<file path="config.mk">
export PLATFORM = sky130hd
export DESIGN_NAME = reload_timer_square_wave
export DESIGN_NICKNAME = d
export VERILOG_FILES = /design/src/core/tap_pulse_gen.v /design/src/core/reload_timer_square_wave.v
export VERILOG_INCLUDE_DIRS = /design/src /design/src/core
export SDC_FILE = /design/constraint.sdc
export NUM_CORES = 1
export LEC_CHECK = 0
export ABC_CLOCK_PERIOD_IN_PS = 4150
export BUFFER_PORTS_ARGS = -buffer_cell sky130_fd_sc_hd__buf_4
export CAP_MARGIN = 0
export CELL_PAD_IN_SITES_DETAIL_PLACEMENT = 1
export CELL_PAD_IN_SITES_GLOBAL_PLACEMENT = 2
export CORE_UTILIZATION = 42
export CTS_BUF_LIST = sky130_fd_sc_hd__clkbuf_8
export DETAILED_ROUTE_END_ITERATION = 7
export PLACE_DENSITY = 0.94
export SETUP_SLACK_MARGIN = 0.02
export SYNTH_ARGS = -nofsm -noshare
export SYNTH_HDL_FRONTEND = slang
export SYNTH_SLANG_ARGS = --single-unit
</file>
<file path="constraint.sdc">
create_clock -name mclk -period 4.15 [get_ports mclk]
set_clock_uncertainty 0.2 [all_clocks]
set_input_delay 0.6225 -clock mclk [delete_from_list [all_inputs] [get_ports mclk]]
set_output_delay 0.6225 -clock mclk [all_outputs]
set_load 0.01 [all_outputs]
</file>
<file path="src/core/reload_timer_consts.vh">
// Constants for the reload timer with square wave output.
// Assumes inclusion by bare name from core/.
`ifndef RELOAD_TIMER_CONSTS_VH
`define RELOAD_TIMER_CONSTS_VH
`define ADDR_TIMER_MODE       4'h0
`define ADDR_RELOAD_COUNT     4'h1
`define ADDR_PIN_WAVEFORM     4'h2
`define ADDR_IRQ_STATUS       4'h3
`define ADDR_IRQ_MASK         4'h4
`define ADDR_PORT_MODE_ONE    4'h5
`define TIMER_MODE_RESET      8'h78
`define TIMER_MODE_RSVD       8'h78
`define RELOAD_RESET          8'h00
`define COUNT_RESET           8'h00
`define PIN_WAVEFORM_RESET    8'h0f
`define PIN_WAVEFORM_RSVD     8'h0f
`define BIT_RELOAD_MODE       7
`define BIT_WAVE_PIN_SEL      7
`define BIT_WAVE_OUT_ON       6
`define BIT_FIXED_RATE        5
`define BIT_VARIABLE_RATE     4
`define BIT_EXT_IRQ_PIN_SEL   5
`define PRESCALE_WIDTH        13
`define FIXED_SLOW_BIT        10
`define FIXED_FAST_BIT        9
`endif

</file>
<file path="src/core/tap_pulse_gen.v">
// Free-running prescaler giving a one-cycle pulse from one of eight taps.
// Assumes one system clock; pulse k fires once per divide period.
`timescale 1ns/100ps
`include "reload_timer_consts.vh"
module tap_pulse_gen (
   input  wire        mclk,
   input  wire        rst_b,
   input  wire [2:0]  tapSel,
   output reg         tapPulse,
   output wire [`PRESCALE_WIDTH-1:0] prescale
);
   reg  [`PRESCALE_WIDTH-1:0] prescale_q;
   wire [`PRESCALE_WIDTH-1:0] prescale_d;
   reg  [`PRESCALE_WIDTH-1:0] prev_q;
   assign prescale_d = prescale_q + 13'h0001;
   assign prescale   = prescale_q;

   function [3:0] tapBit;
      input [2:0] sel;
      begin
         case (sel)
            3'h0:    tapBit = 4'hc;  // divide by 8192
            3'h1:    tapBit = 4'hb;  // divide by 4096
            3'h2:    tapBit = 4'ha;  // divide by 2048
            3'h3:    tapBit = 4'h8;  // divide by 512
            3'h4:    tapBit = 4'h7;  // divide by 256
            3'h5:    tapBit = 4'h6;  // divide by 128
            3'h6:    tapBit = 4'h4;  // divide by 32
            default: tapBit = 4'h2;  // divide by 8
         endcase
      end
   endfunction

   always @(posedge mclk or negedge rst_b) begin
      if (!rst_b) begin
         prescale_q <= 13'h0000;
         prev_q     <= 13'h0000;
      end else begin
         prescale_q <= prescale_d;
         prev_q     <= prescale_q;
      end
   end

   // Falling edge of the chosen prescaler bit marks one tap period
   always @* begin
      tapPulse = prev_q[tapBit(tapSel)] & ~prescale_q[tapBit(tapSel)];
   end
endmodule

</file>
<file path="src/core/reload_timer_square_wave.v">
// Eight-bit reload timer with interrupt and shared-pin waveform output.
// Assumes a single-cycle register port and a two-way shared pin resolved outside.
`timescale 1ns/100ps
`include "reload_timer_consts.vh"
// Operation
// - Eight-bit write-only reload register, zero after reset.
// - Writing reload also loads the counter at once, either mode.
// - Reload and counter share one address: write reload, read count.
// - Auto-reload mode: overflow from all ones loads the reload value.
// - Interval mode: overflow from all ones wraps the counter to zero.
// - Every overflow sets the flag; interrupt only while enabled.
// - Reset clears counter, selects interval mode, counting starts at once.
// - Counter steps on pulses from one of eight prescaler taps.
// - Tap codes map from divide-by-8192 down to divide-by-8.
// - External interrupt pin select makes the pin an interrupt input.
// - Both selects zero leave the pin an ordinary port pin.
// - Waveform selected but output off drives the pin low.
// - Fixed rate output: clock over 2048 or 1024, half duty.
// - Variable rate output toggles on every counter overflow.
// - Pin waveform register resets to 0f; low four bits read one.
module reload_timer_square_wave (
   input  wire       mclk,
   input  wire       rst_b,
   input  wire [3:0] regAddr,
   input  wire [7:0] regWrData,
   input  wire       regWr,
   input  wire       regRd,
   output reg  [7:0] regRdData,
   output wire       irq,
   input  wire       pinIn,
   output wire       pinOut,
   output wire       pinOe,
   input  wire       portOut,
   input  wire       portOe,
   output wire       portIn,
   output wire       extIrqIn
);
   reg  [7:0] timerMode_q;
   reg  [7:0] reloadValue_q;
   reg  [7:0] countValue_q;
   reg  [7:0] countValue_d;
   reg  [3:0] pinWave_q;
   reg        overflowFlag_q;
   reg        overflowIntEn_q;
   reg        extIrqPinSel_q;
   reg        toggleOut_q;
   reg        pinSync1_q;
   reg        pinSync2_q;
   wire       tapPulse;
   wire [`PRESCALE_WIDTH-1:0] prescale;
   wire       overflow;
   wire       reloadMode;
   wire       wavePinSel;
   wire       waveOutOn;
   wire       fixedRate;
   wire       variableRate;
   wire       waveLevel;
   wire       toggleSelected;
   wire       wrReload;

   tap_pulse_gen prescaler (
      .mclk     (mclk),
      .rst_b    (rst_b),
      .tapSel   (timerMode_q[2:0]),
      .tapPulse (tapPulse),
      .prescale (prescale)
   );

   assign reloadMode   = timerMode_q[`BIT_RELOAD_MODE];
   assign wavePinSel   = pinWave_q[`BIT_WAVE_PIN_SEL-4];
   assign waveOutOn    = pinWave_q[`BIT_WAVE_OUT_ON-4];
   assign fixedRate    = pinWave_q[`BIT_FIXED_RATE-4];
   assign variableRate = pinWave_q[`BIT_VARIABLE_RATE-4];
   assign wrReload     = regWr & (regAddr == `ADDR_RELOAD_COUNT);
   assign overflow     = tapPulse & (countValue_q == 8'hff) & ~wrReload;
   assign toggleSelected = wavePinSel & waveOutOn & variableRate;

   // Register writes; the write wins over a same-cycle count step
   always @* begin
      countValue_d = countValue_q;
      if (wrReload) begin
         countValue_d = regWrData;
      end else if (overflow) begin
         countValue_d = reloadMode ? reloadValue_q : 8'h00;
      end else if (tapPulse) begin
         countValue_d = countValue_q + 8'h01;
      end
   end

   always @(posedge mclk or negedge rst_b) begin
      if (!rst_b) begin
         timerMode_q     <= `TIMER_MODE_RESET;
         reloadValue_q   <= `RELOAD_RESET;
         countValue_q    <= `COUNT_RESET;
         pinWave_q       <= 4'h0;
         overflowIntEn_q <= 1'b0;
         extIrqPinSel_q  <= 1'b0;
      end else begin
         countValue_q <= countValue_d;
         if (regWr) begin
            case (regAddr)
               `ADDR_TIMER_MODE:    timerMode_q <= {regWrData[7], 4'hf, regWrData[2:0]};
               `ADDR_RELOAD_COUNT:  reloadValue_q <= regWrData;
               `ADDR_PIN_WAVEFORM:  pinWave_q <= regWrData[7:4];
               `ADDR_IRQ_MASK:      overflowIntEn_q <= regWrData[0];
               `ADDR_PORT_MODE_ONE: extIrqPinSel_q <= regWrData[`BIT_EXT_IRQ_PIN_SEL];
               default:             overflowIntEn_q <= overflowIntEn_q;
            endcase
         end
      end
   end

   // Set wins over a write-one clear in the same cycle
   always @(posedge mclk or negedge rst_b) begin
      if (!rst_b) begin
         overflowFlag_q <= 1'b0;
      end else if (overflow) begin
         overflowFlag_q <= 1'b1;
      end else if (regWr & (regAddr == `ADDR_IRQ_STATUS) & regWrData[0]) begin
         overflowFlag_q <= 1'b0;
      end
   end

   assign irq = overflowFlag_q & overflowIntEn_q;

   // Read data is registered, valid the cycle after the strobe
   always @(posedge mclk or negedge rst_b) begin
      if (!rst_b) begin
         regRdData <= 8'h00;
      end else if (regRd) begin
         case (regAddr)
            `ADDR_TIMER_MODE:    regRdData <= timerMode_q | `TIMER_MODE_RSVD;
            `ADDR_RELOAD_COUNT:  regRdData <= countValue_q;
            `ADDR_PIN_WAVEFORM:  regRdData <= {pinWave_q, 4'hf};
            `ADDR_IRQ_STATUS:    regRdData <= {7'h00, overflowFlag_q};
            `ADDR_IRQ_MASK:      regRdData <= {7'h00, overflowIntEn_q};
            `ADDR_PORT_MODE_ONE: regRdData <= {2'h0, extIrqPinSel_q, 5'h00};
            default:             regRdData <= 8'h00;
         endcase
      end else begin
         regRdData <= 8'h00;
      end
   end

   // Toggle starts low each time it is selected, so the phase is known
   always @(posedge mclk or negedge rst_b) begin
      if (!rst_b) begin
         toggleOut_q <= 1'b0;
      end else if (!toggleSelected) begin
         toggleOut_q <= 1'b0;
      end else if (overflow) begin
         toggleOut_q <= ~toggleOut_q;
      end
   end

   // Pin input is asynchronous to mclk
   always @(posedge mclk or negedge rst_b) begin
      if (!rst_b) begin
         pinSync1_q <= 1'b0;
         pinSync2_q <= 1'b0;
      end else begin
         pinSync1_q <= pinIn;
         pinSync2_q <= pinSync1_q;
      end
   end

   // Prescaler bit 10 has period 2048, bit 9 period 1024, both half duty
   assign waveLevel = !waveOutOn ? 1'b0 :
                      variableRate ? toggleOut_q :
                      (fixedRate ? prescale[`FIXED_FAST_BIT] : prescale[`FIXED_SLOW_BIT]);

   assign pinOe    = extIrqPinSel_q ? 1'b0 : (wavePinSel ? 1'b1 : portOe);
   assign pinOut   = extIrqPinSel_q ? 1'b0 : (wavePinSel ? waveLevel : portOut);
   assign extIrqIn = extIrqPinSel_q ? pinSync2_q : 1'b1;
   assign portIn   = pinSync2_q;
endmodule

</file>
### After elaboration in Yosys (flattened, before gate mapping)

Index checks and enable logic that the tools add are counted.

| storage, ports and cells | value |
|---|---|
| bits in registers | 64 |
| input bits | 19 |
| output and inout bits | 13 |
| logic and storage cells | 73 |

| operators by class | value |
|---|---|
| $add $sub $neg | 2 |
| order comparisons | 1 |
| equality and inequality tests | 13 |
| multiplexer cells | 23 |
| bitwise operators | 12 |
| reductions and logical operators | 9 |

Operators with widths:

| kind | number |
|---|---|
| $pmux W8 S6 | 1 |
| $mux W8 | 5 |
| $pmux W4 S7 | 1 |
| $mux W1 | 14 |
| $add A13 B1 Y13 const B | 1 |
| $reduce_and A2 Y1 | 5 |
| $and A1 B1 Y1 | 9 |
| $eq A3 B3 Y1 const B | 3 |
| $add A8 B1 Y8 const B | 1 |
| $bmux W1 S4 | 2 |
| $eq A4 B2 Y1 const B | 2 |
| $eq A4 B3 Y1 const B | 2 |
| $eq A8 B8 Y1 const B | 1 |
| $eq A3 B2 Y1 const B | 2 |
| $lt A4 B5 Y1 const B | 1 |
| $eq A4 B1 Y1 const B | 1 |
| $logic_not A4 Y1 | 1 |
| $eq A3 B1 Y1 const B | 1 |
| $logic_not A3 Y1 | 1 |
| $not A1 Y1 | 3 |
| $reduce_bool A3 Y1 | 1 |
| $ne A2 B2 Y1 const B | 1 |
| $reduce_bool A2 Y1 | 1 |

### Longest topological paths before layout

Gate-level depths: netlist (run 1).

| logic depth | value |
|---|---|
| depth in word-level cells | 10 |
| depth in mapped cells | 7 |
| mapped depth without buffers | 6 |

### Hierarchy

Synthesis (run 1) repeated with hierarchy kept, for this count alone.

| unflattened totals | value |
|---|---|
| cells, all modules | 267 |
| area, all modules | 2723.9 um2 |

By module, submodules not included:

| module | times used | cells each | area each (um2) | seq. area each (um2) |
|---|---|---|---|---|
| reload_timer_square_wave | 1 | 199 | 1881.8 | 950.9 |
| tap_pulse_gen | 1 | 68 | 842.1 | 525.5 |

### Least setup slack after synthesis (run 1)

Ideal clock, no wire load.

| path | value |
|---|---|
| path kind | input port to flip-flop |
| start point | in regAddr[0] |
| end point | reg countValue_q[3] |
| setup time | 0.129 ns |
| arrival time | 1.853 ns |
| data required time | 3.821 ns |
| path slack | 1.968 ns |
| stages | 7 |
| path buffers | 2 |
| cells stage by stage | nor2b_1 buf_2 a2111oi_1 buf_2 nor2_1 a311oi_1 o31ai_1 |

| on the way | value |
|---|---|
| longest elaborated chain between the ends | 6 |
| elaborated cells between the ends (all ways) | 7 |
| those cells by class | 1 x eq/ne; 2 x mux; 3 x bitwise; 1 x reduce/logical |

RTL lines:

| element | RTL line | RTL |
|---|---|---|
| from (decl) | reload_timer_square_wave.v:24 | `input wire [3:0] regAddr,` |
| $eq A4 B1 Y1 (*) | - |  |
| $and A1 B1 Y1 (*) | reload_timer_square_wave.v:74 | `` assign wrReload = regWr & (regAddr == `ADDR_RELOAD_COUNT); `` |
| $not A1 Y1 | reload_timer_square_wave.v:75 | `assign overflow = tapPulse & (countValue_q == 8'hff) & ~wrReload;` |
| $and A1 B1 Y1 | reload_timer_square_wave.v:75 |  |
| $mux W8 | reload_timer_square_wave.v:83 | `end else if (overflow) begin` |
| $mux W8 | reload_timer_square_wave.v:81 | `if (wrReload) begin` |
| to (signal assigned) | reload_timer_square_wave.v:94 | `` countValue_q <= `COUNT_RESET; `` |
| to (signal assigned) | reload_timer_square_wave.v:99 | `countValue_q <= countValue_d;` |
| to (decl) | reload_timer_square_wave.v:40 | `reg [7:0] countValue_q;` |

Every way passes the cells marked *; elsewhere a longest branch is shown, timed or not.
A chain may end at the register's enable or synchronous reset.

### Final worst setup path (run 1)

| path | value |
|---|---|
| start point | reg countValue_q[0] |
| end point | reg countValue_q[1] |

| on the way | value |
|---|---|
| longest elaborated chain between the ends | 5 |
| elaborated cells between the ends (all ways) | 8 |
| those cells by class | 1 x add/sub; 1 x eq/ne; 3 x mux; 2 x bitwise; 1 x reduce/logical |

RTL lines:

| element |
|---|
| parallel branches: the longest is 5 deep, another holds $add A8 B1 Y8 |

Several ways; the timed one is not identified. The select of a mux whose other input is x is not followed.

==> results.toml, run 1 <==
[worst_setup_path]
critPathLaunch = "countValue_q[0]$_DFFE_PN0P_"
crit_chain = "ha_1 -> nand3_1 -> a2111oi_1 -> buf_4 -> nor2b_1 -> a311oi_1 -> o31ai_1"
cp_num_cells = 7
timing.critical_path.max_delay_family = "compound AO/OA/AOI/OAI gates"
critPathMaxStageDelay_ns = 0.46
worstReg2RegEnd = "countValue_q[1]$_DFFE_PN0P_"
crit_path_start_kind = "register"
cp_slowest_cell = "sky130_fd_sc_hd__dfrtp_1"
worst-setup-path-type = "reg -> reg"
worst_setup_path_endpoint = "countValue_q[1]$_DFFE_PN0P_"
arrival_ns = 2.28
worstReg2RegStart = "countValue_q[0]$_DFFE_PN0P_"
crit_path_end_kind = "register"
cp_max_fo = 11
rrSetupSlack_ns = 1.87
critical_path_rt_ns = 4.15
worst_r2r_path_depth = 7
crit_path_buffers_inverters = 1

[clock_tree]
cts_hold_buf = 0
cts_setup_buffers = 0
tritoncts_num_sinks = 59
clk_root_buffer_cell = "sky130_fd_sc_hd__clkbuf_8"
clock_insertion_delay_worst_skew_ns = 0.34
cts_made_buffers = 9
cts_repair_resize_count = 0
clock_path_buffers = 2
cts_htree_levels = 3
worst_setup_hold_path_clk_slew_ns = 0.07
tritoncts = "built"

[sta]
finalSetupViolations = 0
hold_violations = 0
layout_worst_path_cycle_share_pct = 55.0
fin_hold_ws_ns = 0.143
slew_violations = 0
setup_tns_ns = 0
rsz_0062_raised_after_global_routing = "false"
min_period_ns = 2.28
clock.fmax_ghz = 0.438
worst_pin_slew_ns = 0.721
relSlewSlack_pct = 51.9

[final_layout]
area_growth_syn_to_layout_pct = 18.2
final_nets = 309
antenna_cells = 0
share_of_final_layout_standard_cells_stronger_than_drive_strength_1_pct = 23.3

[drt]
dr_total_vias = 2007
ant_nets = 0
first_pass_iters = 4
wirelength_mm = 6.47
post_route_drc = 0
routed_wire_length_per_instance_um = 17.6
viasPerCell = 5.47
initial_drc_count = 97

[grt]
globalRouteOverflowTotal = 0
grt_util_all_layers_pct = 21.5
initial_antenna_violation_count = 0
first_pass_grt_wire_length_mm = 10.4
grt_max_degree = 60
first_global_vias = 2045

[pwr]
switching_share_pct = 28.5
internal-power_uw = 1050
p_leak_uw = 0.00147
clock_power_share_pct = 35.7
max-vdd-ir-drop_v = 0.000430
netSwitchingPower_uw = 420
power_density_nw_per_um2 = 458
power_frac_seq_pct = 50.1
combPwrFrac_pct = 14.1

[logic_synthesis]
synth.ff_latch_count = 59
synth.area.top_cells = "sky130_fd_sc_hd__dfrtp_1, sky130_fd_sc_hd__nand2_1, sky130_fd_sc_hd__mux2_2"
yosysTopAreaCellShare_pct = 54.3
synthesis.area_per_instance_um2 = 10.7
yosysWarningCount = 0
ys_seq_area_share_pct = 54.3
edff_count_synth = 0
post_synth_inst_count = 255
synthDominantAreaCellType = "sky130_fd_sc_hd__dfrtp_1"
synthesis.nets = 276
post_synth_num_cell_types = 41
synth-main-ff-cell = "sky130_fd_sc_hd__dfrtp_1"
mappedNetlistArea_um2 = 2720
synth-async-reset-ratio_pct = 100

[floorplanning]
floorplan.die_area_um2 = 6800
initial_utilization_pct = 44.6
placeable_area_um2 = 6100
io_pins = 32
die_w_um = 82.4
die_height_um = 82.4
placement_rows = 28

[placement]
routability_cong = 0.794
numPortBuffers = 31
dp.final_hpwl_mm = 4.67

[status]
status = "finished clean"

[flow_run]
max_cap_viol_count = 0

[min_path]
timing.hold.worst.class = "in -> async"
## cells in the mapped netlist, types with 4 or more instances
library cell,count
sky130_fd_sc_hd__o21ai_0,5
sky130_fd_sc_hd__o31ai_1,4
sky130_fd_sc_hd__nand2b_1,12
sky130_fd_sc_hd__a21oi_1,15
sky130_fd_sc_hd__dfrtp_1,59
sky130_fd_sc_hd__nand2_1,36
sky130_fd_sc_hd__a31oi_1,4
sky130_fd_sc_hd__clkbuf_1,7
sky130_fd_sc_hd__nand3_1,12
sky130_fd_sc_hd__inv_1,6
sky130_fd_sc_hd__and3_1,8
sky130_fd_sc_hd__nor2_1,20
sky130_fd_sc_hd__mux2_2,11
sky130_fd_sc_hd__xnor2_1,10
## layout by cell type (no fill, tap or decap), drive strengths merged, types with 10 or more instances in the layout
master	netlist	final
clkbuf	7	11
nor2	20	20
dfrtp	59	59
xnor2	10	10
a21oi	15	15
nand2b	12	12
mux2	12	12
buf	3	32
nand2	36	36
nand3	12	12
## power groups by stage
stage / sequential (µW) / combinational (µW) / clock [µW]
after global routing: 749 / 240 / 562
after global placement: 745 / 205 / 0
after detailed placement: 746 / 211 / 0
final: 738 / 208 / 526
after CTS: 737 / 212 / 543
after floorplan: 709 / 145 / 0
## cell type report
cell class | count | area (µm²)
clock inverter | 4 | 50.0
fill | 688 | 2880
clock buffer | 11 | 151
timing repair buffer | 32 | 240
multi-input combinational | 180 | 1180
tap | 75 | 93.8
inverter | 6 | 22.5
sequential | 59 | 1480
## worst min path at each step
stage                                     from  slack, ns                      endpoint  cells after the start
after detailed placement  pinSync1_q$_DFF_PN0_       0.14              portIn$_DFF_PN0_                      0
after floorplan                          rst_b       0.13   countValue_q[0]$_DFFE_PN0P_                      0
after global placement    pinSync1_q$_DFF_PN0_       0.13              portIn$_DFF_PN0_                      0
after global routing      pinSync1_q$_DFF_PN0_       0.16              portIn$_DFF_PN0_                      0
after CTS                 pinSync1_q$_DFF_PN0_       0.15              portIn$_DFF_PN0_                      0
final                                    rst_b       0.14  reloadValue_q[7]$_DFFE_PN0P_                      1
## layer usage
layer	track usage (%)	vias to the layer above	share of wire, %
met4	8.95	0	2.2
met2	35.1	48	50
met5	0	-	0
met3	5.60	12	5.1
met1	26.9	988	42
li1	-	959	-
## per-stage QoR
| stage | total power (µW) | utilization [%] | cell area, µm² | instances | setup slack, ns |
|---|---|---|---|---|---|
| 2_1_floorplan | 854 | - | 2720 | 255 | 1.97 |
| 3_3_place_gp | 950 | 49.4 | 3010 | 352 | 1.76 |
| 3_5_place_dp | 957 | 49.4 | 3010 | 352 | 1.63 |
| 4_1_cts | 1490 | 52.7 | 3210 | 367 | 1.88 |
| 5_1_grt | 1550 | 52.7 | 3210 | 367 | 1.74 |
| 6_report | 1470 | 52.7 | 3210 | 367 | 1.87 |
## sequential cells by signal, summed over array words and instances, names as in the netlist, 4 cells and up
| signal | flops |
|---|---|
| timerMode_q | 4 |
| prescaler.prescale | 13 |
| prescaler.prev_q | 8 |
| pinWave_q | 4 |
| countValue_q | 8 |
| reloadValue_q | 8 |
| regRdData | 8 |
## worst reg2reg max path, delay by kind of cell (launching register included)
family	cells	cell delay, ns
and+or+nand+nor	2	0.22
DFF	1	0.46
AOI/OAI and AO/OA	3	0.77
buffers and inverters	1	0.25
adders and majority gates	1	0.25
## logic make-up (layout without fill, tap and decap cells)
| group | after synthesis | count (layout) | share of synthesized area [%] |
|---|---|---|---|
| AND/OR/NAND/NOR | 104 | 104 | 18.9 |
| flip-flops | 59 | 59 | 54.3 |
| AO/OA/AOI/OAI | 44 | 44 | 11.0 |
| multiplexers | 18 | 18 | 8.70 |
| buffers and inverters | 16 | 53 | 2.30 |
| XOR/XNOR | 12 | 12 | 3.87 |
| adder cells (fa/ha/maj) | 2 | 2 | 0.921 |
Power figures use the tool's default switching activity.
==> run 2, diff against run 1 <==
--- a/config.mk
+++ b/config.mk
@@ -6,15 +6,15 @@
 export SDC_FILE = /design/constraint.sdc
 export NUM_CORES = 1
 export LEC_CHECK = 0
-export ABC_CLOCK_PERIOD_IN_PS = 4150
+export ABC_CLOCK_PERIOD_IN_PS = 2100
 export BUFFER_PORTS_ARGS = -buffer_cell sky130_fd_sc_hd__buf_4
 export CAP_MARGIN = 0
 export CELL_PAD_IN_SITES_DETAIL_PLACEMENT = 1
 export CELL_PAD_IN_SITES_GLOBAL_PLACEMENT = 2
-export CORE_UTILIZATION = 42
+export CORE_UTILIZATION = 39
 export CTS_BUF_LIST = sky130_fd_sc_hd__clkbuf_8
 export DETAILED_ROUTE_END_ITERATION = 7
-export PLACE_DENSITY = 0.94
+export PLACE_DENSITY = 0.88
 export SETUP_SLACK_MARGIN = 0.02
 export SYNTH_ARGS = -nofsm -noshare
 export SYNTH_HDL_FRONTEND = slang
==> constraint.sdc (replaced) <==
create_clock -name mclk -period 2.1 [get_ports mclk]
set_clock_uncertainty 0.2 [all_clocks]
set_input_delay 0.315 -clock mclk [delete_from_list [all_inputs] [get_ports mclk]]
set_output_delay 0.315 -clock mclk [all_outputs]
set_load 0.01 [all_outputs]
==> run 2 against run 1 <==
  * Flip-flop and latch count unchanged
  * Routed wire length up 7.8%
  * Sequential share of layout area down 4.7 points
  * Non-clock buffer count up 35
  * Register-to-register slack worse by 1.9 ns
  * Largest power group unchanged
  * Final cell count up 11%
  * Via count up 6.0%
  * Clock power up 83%
  * Power up 99%
  * First-iteration DRC count down 13%
  * Sequential power up 91%
==> results.toml, run 2 (synthesized netlist as in run 1, its figures left out) <==
[pwr]
power_density_nw_per_um2 = 819
max-vdd-ir-drop_v = 0.000430
total_power_uw = 2940
p_leak_uw = 0.00166

[clock_tree]
clock_insertion_delay_worst_skew_ns = 0.34
clock_path_buffers = 2
worst_setup_hold_path_clk_slew_ns = 0.07
cts_made_buffers = 9
tritoncts = "built"
clk_root_buffer_cell = "sky130_fd_sc_hd__clkbuf_8"
tritoncts_num_sinks = 59
cts_htree_levels = 3

[grt]
initial_antenna_violation_count = 0
grt_max_degree = 60
globalRouteOverflowTotal = 0
grt_util_all_layers_pct = 21.3
first_pass_grt_wire_length_mm = 11.6
first_global_vias = 2281

[sta]
clock.fmax_ghz = 0.479
layout_worst_path_cycle_share_pct = 99.4
hold_violations = 0
slew_violations = 0
worst_pin_slew_ns = 0.728
relSlewSlack_pct = 51.4
min_period_ns = 2.09
finalSetupViolations = 0
rsz_0062_raised_after_global_routing = "true"

[drt]
first_pass_iters = 4
post_route_drc = 0
routed_wire_length_per_instance_um = 17.1
viasPerCell = 5.21
ant_nets = 0
wirelength_mm = 6.98
dr_total_vias = 2127
initial_drc_count = 84

[final_layout]
share_of_final_layout_standard_cells_stronger_than_drive_strength_1_pct = 33.8
post-route-cell-area_um2 = 3580
layout.cells.most_common_list = "sky130_fd_sc_hd__buf_4, sky130_fd_sc_hd__dfrtp_1, sky130_fd_sc_hd__nand2_1, sky130_fd_sc_hd__nor2_1, sky130_fd_sc_hd__a21oi_1"
final_nets = 344
max_ffs_per_register = 13
final_common_cell = "sky130_fd_sc_hd__buf_4"
multi_input_comb_area_um2 = 1280
area_growth_syn_to_layout_pct = 31.9
sequential_cell_area_um2 = 1480
antenna_cells = 0
layout.filler_cells = 732

[worst_setup_path]
arrival_ns = 2.11
crit_path_end_kind = "register"
crit_path_start_kind = "register"
cp_max_fo = 7
worst-setup-path-type = "reg -> reg"
critical_path_rt_ns = 2.12

[flow_run]
max_cap_viol_count = 0

[floorplanning]
placement_rows = 30
initial_utilization_pct = 40.2
die_w_um = 85.5
die_height_um = 85.5
floorplan.die_area_um2 = 7310
io_pins = 32
placeable_area_um2 = 6760

[placement]
dp.final_hpwl_mm = 4.90
numPortBuffers = 31
routability_cong = 0.814
post_dp_cell_area_um2 = 3180

[status]
status = "finished clean"

[min_path]
timing.hold.worst.class = "in -> reg"
-- run 2: what timing repair did --
item,CTS,global route
buffers inserted,2,7
resized for setup,2,13
endpoints found under the setup margin,5,9
hold endpoints to repair,64,0
pin swaps,0,3
hold buffers,5,0
-- run 2: per-layer routing --
| metal | vias up | track usage, % | part of all wire, % |
|---|---|---|---|
| met2 | 26 | 35.4 | 51 |
| li1 | 1031 | - | - |
| met1 | 1061 | 26.6 | 45 |
| met3 | 9 | 4.96 | 2.7 |
| met5 | - | 0 | 0 |
| met4 | 0 | 9.09 | 1.9 |
-- run 2: stage by stage --
stage               std cells  setup TNS [ns]  utilization [%]  hold slack (ns)  setup WS (ns)
finish                    408               0             53.1           0.0162         0.0133
global route              408          -0.212             53.1           0.0177        -0.0479
CTS                       401               0             50.9          0.00592         0.0184
detailed placement        378          -0.126             47.0            0.144        -0.0935
global placement          378               0             47.0            0.138        0.00552
floorplan                 255               0                -           -0.181          0.102
-- run 2: final timing paths --
path,startpoint,end,slack (ns),cells past startpoint
worst max-delay path,prescaler.prescale[2]$_DFF_PN0_,countValue_q[3]$_DFFE_PN0P_,0.01,5
worst min-delay path,regWrData[5],reloadValue_q[5]$_DFFE_PN0P_,0.02,3
worst max register to register,prescaler.prescale[2]$_DFF_PN0_,countValue_q[3]$_DFFE_PN0P_,0.01,5
worst min register to register,pinSync1_q$_DFF_PN0_,portIn$_DFF_PN0_,0.15,0
max in group asynchronous,rst_b,timerMode_q[0]$_DFFE_PN0P_,0.81,2
min in group asynchronous,rst_b,reloadValue_q[5]$_DFFE_PN0P_,0.36,2
-- run 2: power breakdown --
part	switching [µW]	total [µW]	leakage [µW]	internal, µW
registers	137	1410	0.000754	1270
clock network	469	963	0.0000915	493
logic	294	566	0.000817	272
-- run 2: critical path: stages, from the launching register on --
cell                       delay [ns]
sky130_fd_sc_hd__dfrtp_1         0.40
sky130_fd_sc_hd__nand2b_4        0.15
sky130_fd_sc_hd__mux4_2          0.53
sky130_fd_sc_hd__mux2_4          0.36
sky130_fd_sc_hd__a311oi_2        0.22
sky130_fd_sc_hd__o31ai_1         0.11
-- run 2: cell type report --
cell class / count / area share (%)
timing repair buffer: 67 / 14.5
multi-input combinational: 180 / 35.6
sequential: 59 / 41.2
inverter: 6 / 0.628
tap: 80 / 2.79
clock buffer: 11 / 4.22
clock inverter: 5 / 1.05
==> run 3, diff against run 2 <==
--- a/config.mk
+++ b/config.mk
@@ -6,7 +6,7 @@
 export SDC_FILE = /design/constraint.sdc
 export NUM_CORES = 1
 export LEC_CHECK = 0
-export ABC_CLOCK_PERIOD_IN_PS = 2100
+export ABC_CLOCK_PERIOD_IN_PS = 2000
 export BUFFER_PORTS_ARGS = -buffer_cell sky130_fd_sc_hd__buf_4
 export CAP_MARGIN = 0
 export CELL_PAD_IN_SITES_DETAIL_PLACEMENT = 1
==> constraint.sdc (replaced) <==
create_clock -name mclk -period 2 [get_ports mclk]
set_clock_uncertainty 0.2 [all_clocks]
set_input_delay 0.3 -clock mclk [delete_from_list [all_inputs] [get_ports mclk]]
set_output_delay 0.3 -clock mclk [all_outputs]
set_load 0.01 [all_outputs]
==> run 3 against run 2 <==
  * The run now ends with setup timing left
  * Global-route usage increased by 1.3 points
  * Worst setup slack got worse by 0.12 ns
  * Register-to-register slack got worse by 0.12 ns
  * Worst hold slack improved by 0.0033 ns
  * Combinational power increased by 14%
  * Maximum frequency decreased by 1.1%
  * Final cell count increased by 1.5%
  * Critical path type unchanged
  * Critical endpoint unchanged
  * Largest power group unchanged
==> results.toml, run 3 (synthesized netlist as in run 1, its figures left out) <==
[min_path]
timing.hold.worst.class = "in -> reg"
whs_path_depth = 3
worst_hold_startpoint = "regWrData[0]"
worst_hold_path.endpoint = "reloadValue_q[0]$_DFFE_PN0P_"

[floorplanning]
placement_rows = 30
die_w_um = 85.5
placeable_area_um2 = 6760
die_height_um = 85.5
initial_utilization_pct = 40.2
io_pins = 32
floorplan.die_area_um2 = 7310

[grt]
globalRouteOverflowTotal = 0
grt_max_degree = 36
grt_util_all_layers_pct = 22.6
initial_antenna_violation_count = 0
first_pass_grt_wire_length_mm = 12.2
first_global_vias = 2347

[sta]
slew_violations = 0
post-route-worst-setup-slack_ns = -0.111
fin_hold_ws_ns = 0.0195
min_period_ns = 2.11
hold_violations = 0
rsz_0062_raised_after_global_routing = "true"
clock.fmax_ghz = 0.474
layout_worst_path_cycle_share_pct = 106
relSlewSlack_pct = 67.1
finalSetupViolations = 8
worst_pin_slew_ns = 0.493

[drt]
post_route_drc = 0
routed_wire_length_per_instance_um = 18.4
first_pass_iters = 4
dr_total_vias = 2213
viasPerCell = 5.35
initial_drc_count = 115
ant_nets = 0
wirelength_mm = 7.62

[placement]
dp.final_hpwl_mm = 5.03
routability_cong = 0.833
place_inst = 382
numPortBuffers = 31
preCtsSetupSlack_ns = -0.0843

[final_layout]
final_common_cell = "sky130_fd_sc_hd__buf_4"
area_growth_syn_to_layout_pct = 35.7
stdcell_count = 414
share_of_final_layout_standard_cells_stronger_than_drive_strength_1_pct = 33.5
layout.cells.most_common_list = "sky130_fd_sc_hd__buf_4, sky130_fd_sc_hd__dfrtp_1, sky130_fd_sc_hd__nand2_1, sky130_fd_sc_hd__nor2_1, sky130_fd_sc_hd__a21oi_1"
max_ffs_per_register = 13
multi_input_comb_area_um2 = 1270
antenna_cells = 0
layout.filler_cells = 756
sequential_cell_area_um2 = 1480
final_nets = 350

[status]
violated_checks = "setup timing"
status = "finished with violations"

[worst_setup_path]
critical_path_rt_ns = 2.01
critPathMaxStageDelay_ns = 0.53
rrSetupSlack_ns = -0.11
arrival_ns = 2.12
worst-setup-path-type = "reg -> reg"
critPathLaunch = "prescaler.prescale[2]$_DFF_PN0_"
cp_max_fo = 7
worstReg2RegStart = "prescaler.prescale[2]$_DFF_PN0_"
crit_path_start_kind = "register"
crit_path_end_kind = "register"
worst_r2r_path_depth = 5
crit_chain = "nand2b_4 -> mux4_2 -> mux2_4 -> a311oi_2 -> o31ai_1"
cp_slowest_cell = "sky130_fd_sc_hd__mux4_2"
worstReg2RegEnd = "countValue_q[3]$_DFFE_PN0P_"

[flow_run]
max_cap_viol_count = 0

[pwr]
p_leak_uw = 0.00172
max-vdd-ir-drop_v = 0.000468
power_density_nw_per_um2 = 903
total_power_uw = 3330

[clock_tree]
cts_made_buffers = 9
clock_path_buffers = 2
tritoncts_num_sinks = 59
tritoncts = "built"
clk_root_buffer_cell = "sky130_fd_sc_hd__clkbuf_8"
worst_setup_hold_path_clk_slew_ns = 0.06
cts_htree_levels = 3
clock_insertion_delay_worst_skew_ns = 0.34
run 3: cell types whose count changed in the layout (fill, tap and decap cells not counted), sizes merged:
| cell | change |
|---|---|
| buf | +3 |
| bufinv | +2 |
| clkbuf | -1 |
| clkinv | -1 |
| clkinvlp | -2 |
| dlygate4sd3 | +3 |
| inv | +2 |
run 3: where the power goes:
part	internal [µW]	total [µW]	switching [µW]
sequential	1340	1500	160
clock	726	1190	463
combinational	313	646	332
run 3: worst max-delay path by stage:
stage,end,slack (ns),cells after the start
finish,countValue_q[3]$_DFFE_PN0P_,-0.11,5
floorplan,countValue_q[1]$_DFFE_PN0P_,0.004,5
global route,countValue_q[7]$_DFFE_PN0P_,-0.17,5
CTS,countValue_q[5]$_DFFE_PN0P_,-0.04,4
detailed placement,countValue_q[3]$_DFFE_PN0P_,-0.08,5
global placement,toggleOut_q$_DFFE_PN0P_,0.004,5
run 3: per-layer routing:
layer,track usage (%),wire length [µm],up-vias
li1,-,-,1039
met1,27.6,3320,1108
met2,38.5,3860,47
met3,5.16,230,19
met4,9.55,208,0
met5,0,0,-
run 3: area by class of cell:
type,count,share of cell area [%]
sequential,59,40.1
multi-input combinational,180,34.4
timing repair buffer,73,16.3
clock buffer,10,3.73
tap,80,2.71
clock inverter,6,2.21
inverter,6,0.611
run 3: worst max-delay path: cells and delay by family (launching register included):
kind / cells / cell delay (ns)
multiplexers: 2 / 0.88
AO/OA/AOI/OAI: 2 / 0.37
AND/OR/NAND/NOR: 1 / 0.14
flip-flops: 1 / 0.39
run 3: repair_timing:
action | in CTS | in global routing
hold buffers | 8 | 0
setup buffers | 3 | 5
endpoints found under the setup margin | 9 | 11
pin swaps | 1 | 10
endpoints found under the hold margin | 49 | 0
resized for setup | 10 | 9
cloned | 1 | 0
run 3: metrics by stage:
stage / TNS, ns / cell area (µm²) / util, %
after global routing: -1.04 / 3690 / 54.6
final: -0.457 / 3690 / 54.6
after floorplan: 0 / 2720 / -
after global placement: 0 / 3240 / 47.9
after detailed placement: -0.254 / 3240 / 47.9
after CTS: -0.133 / 3620 / 53.6
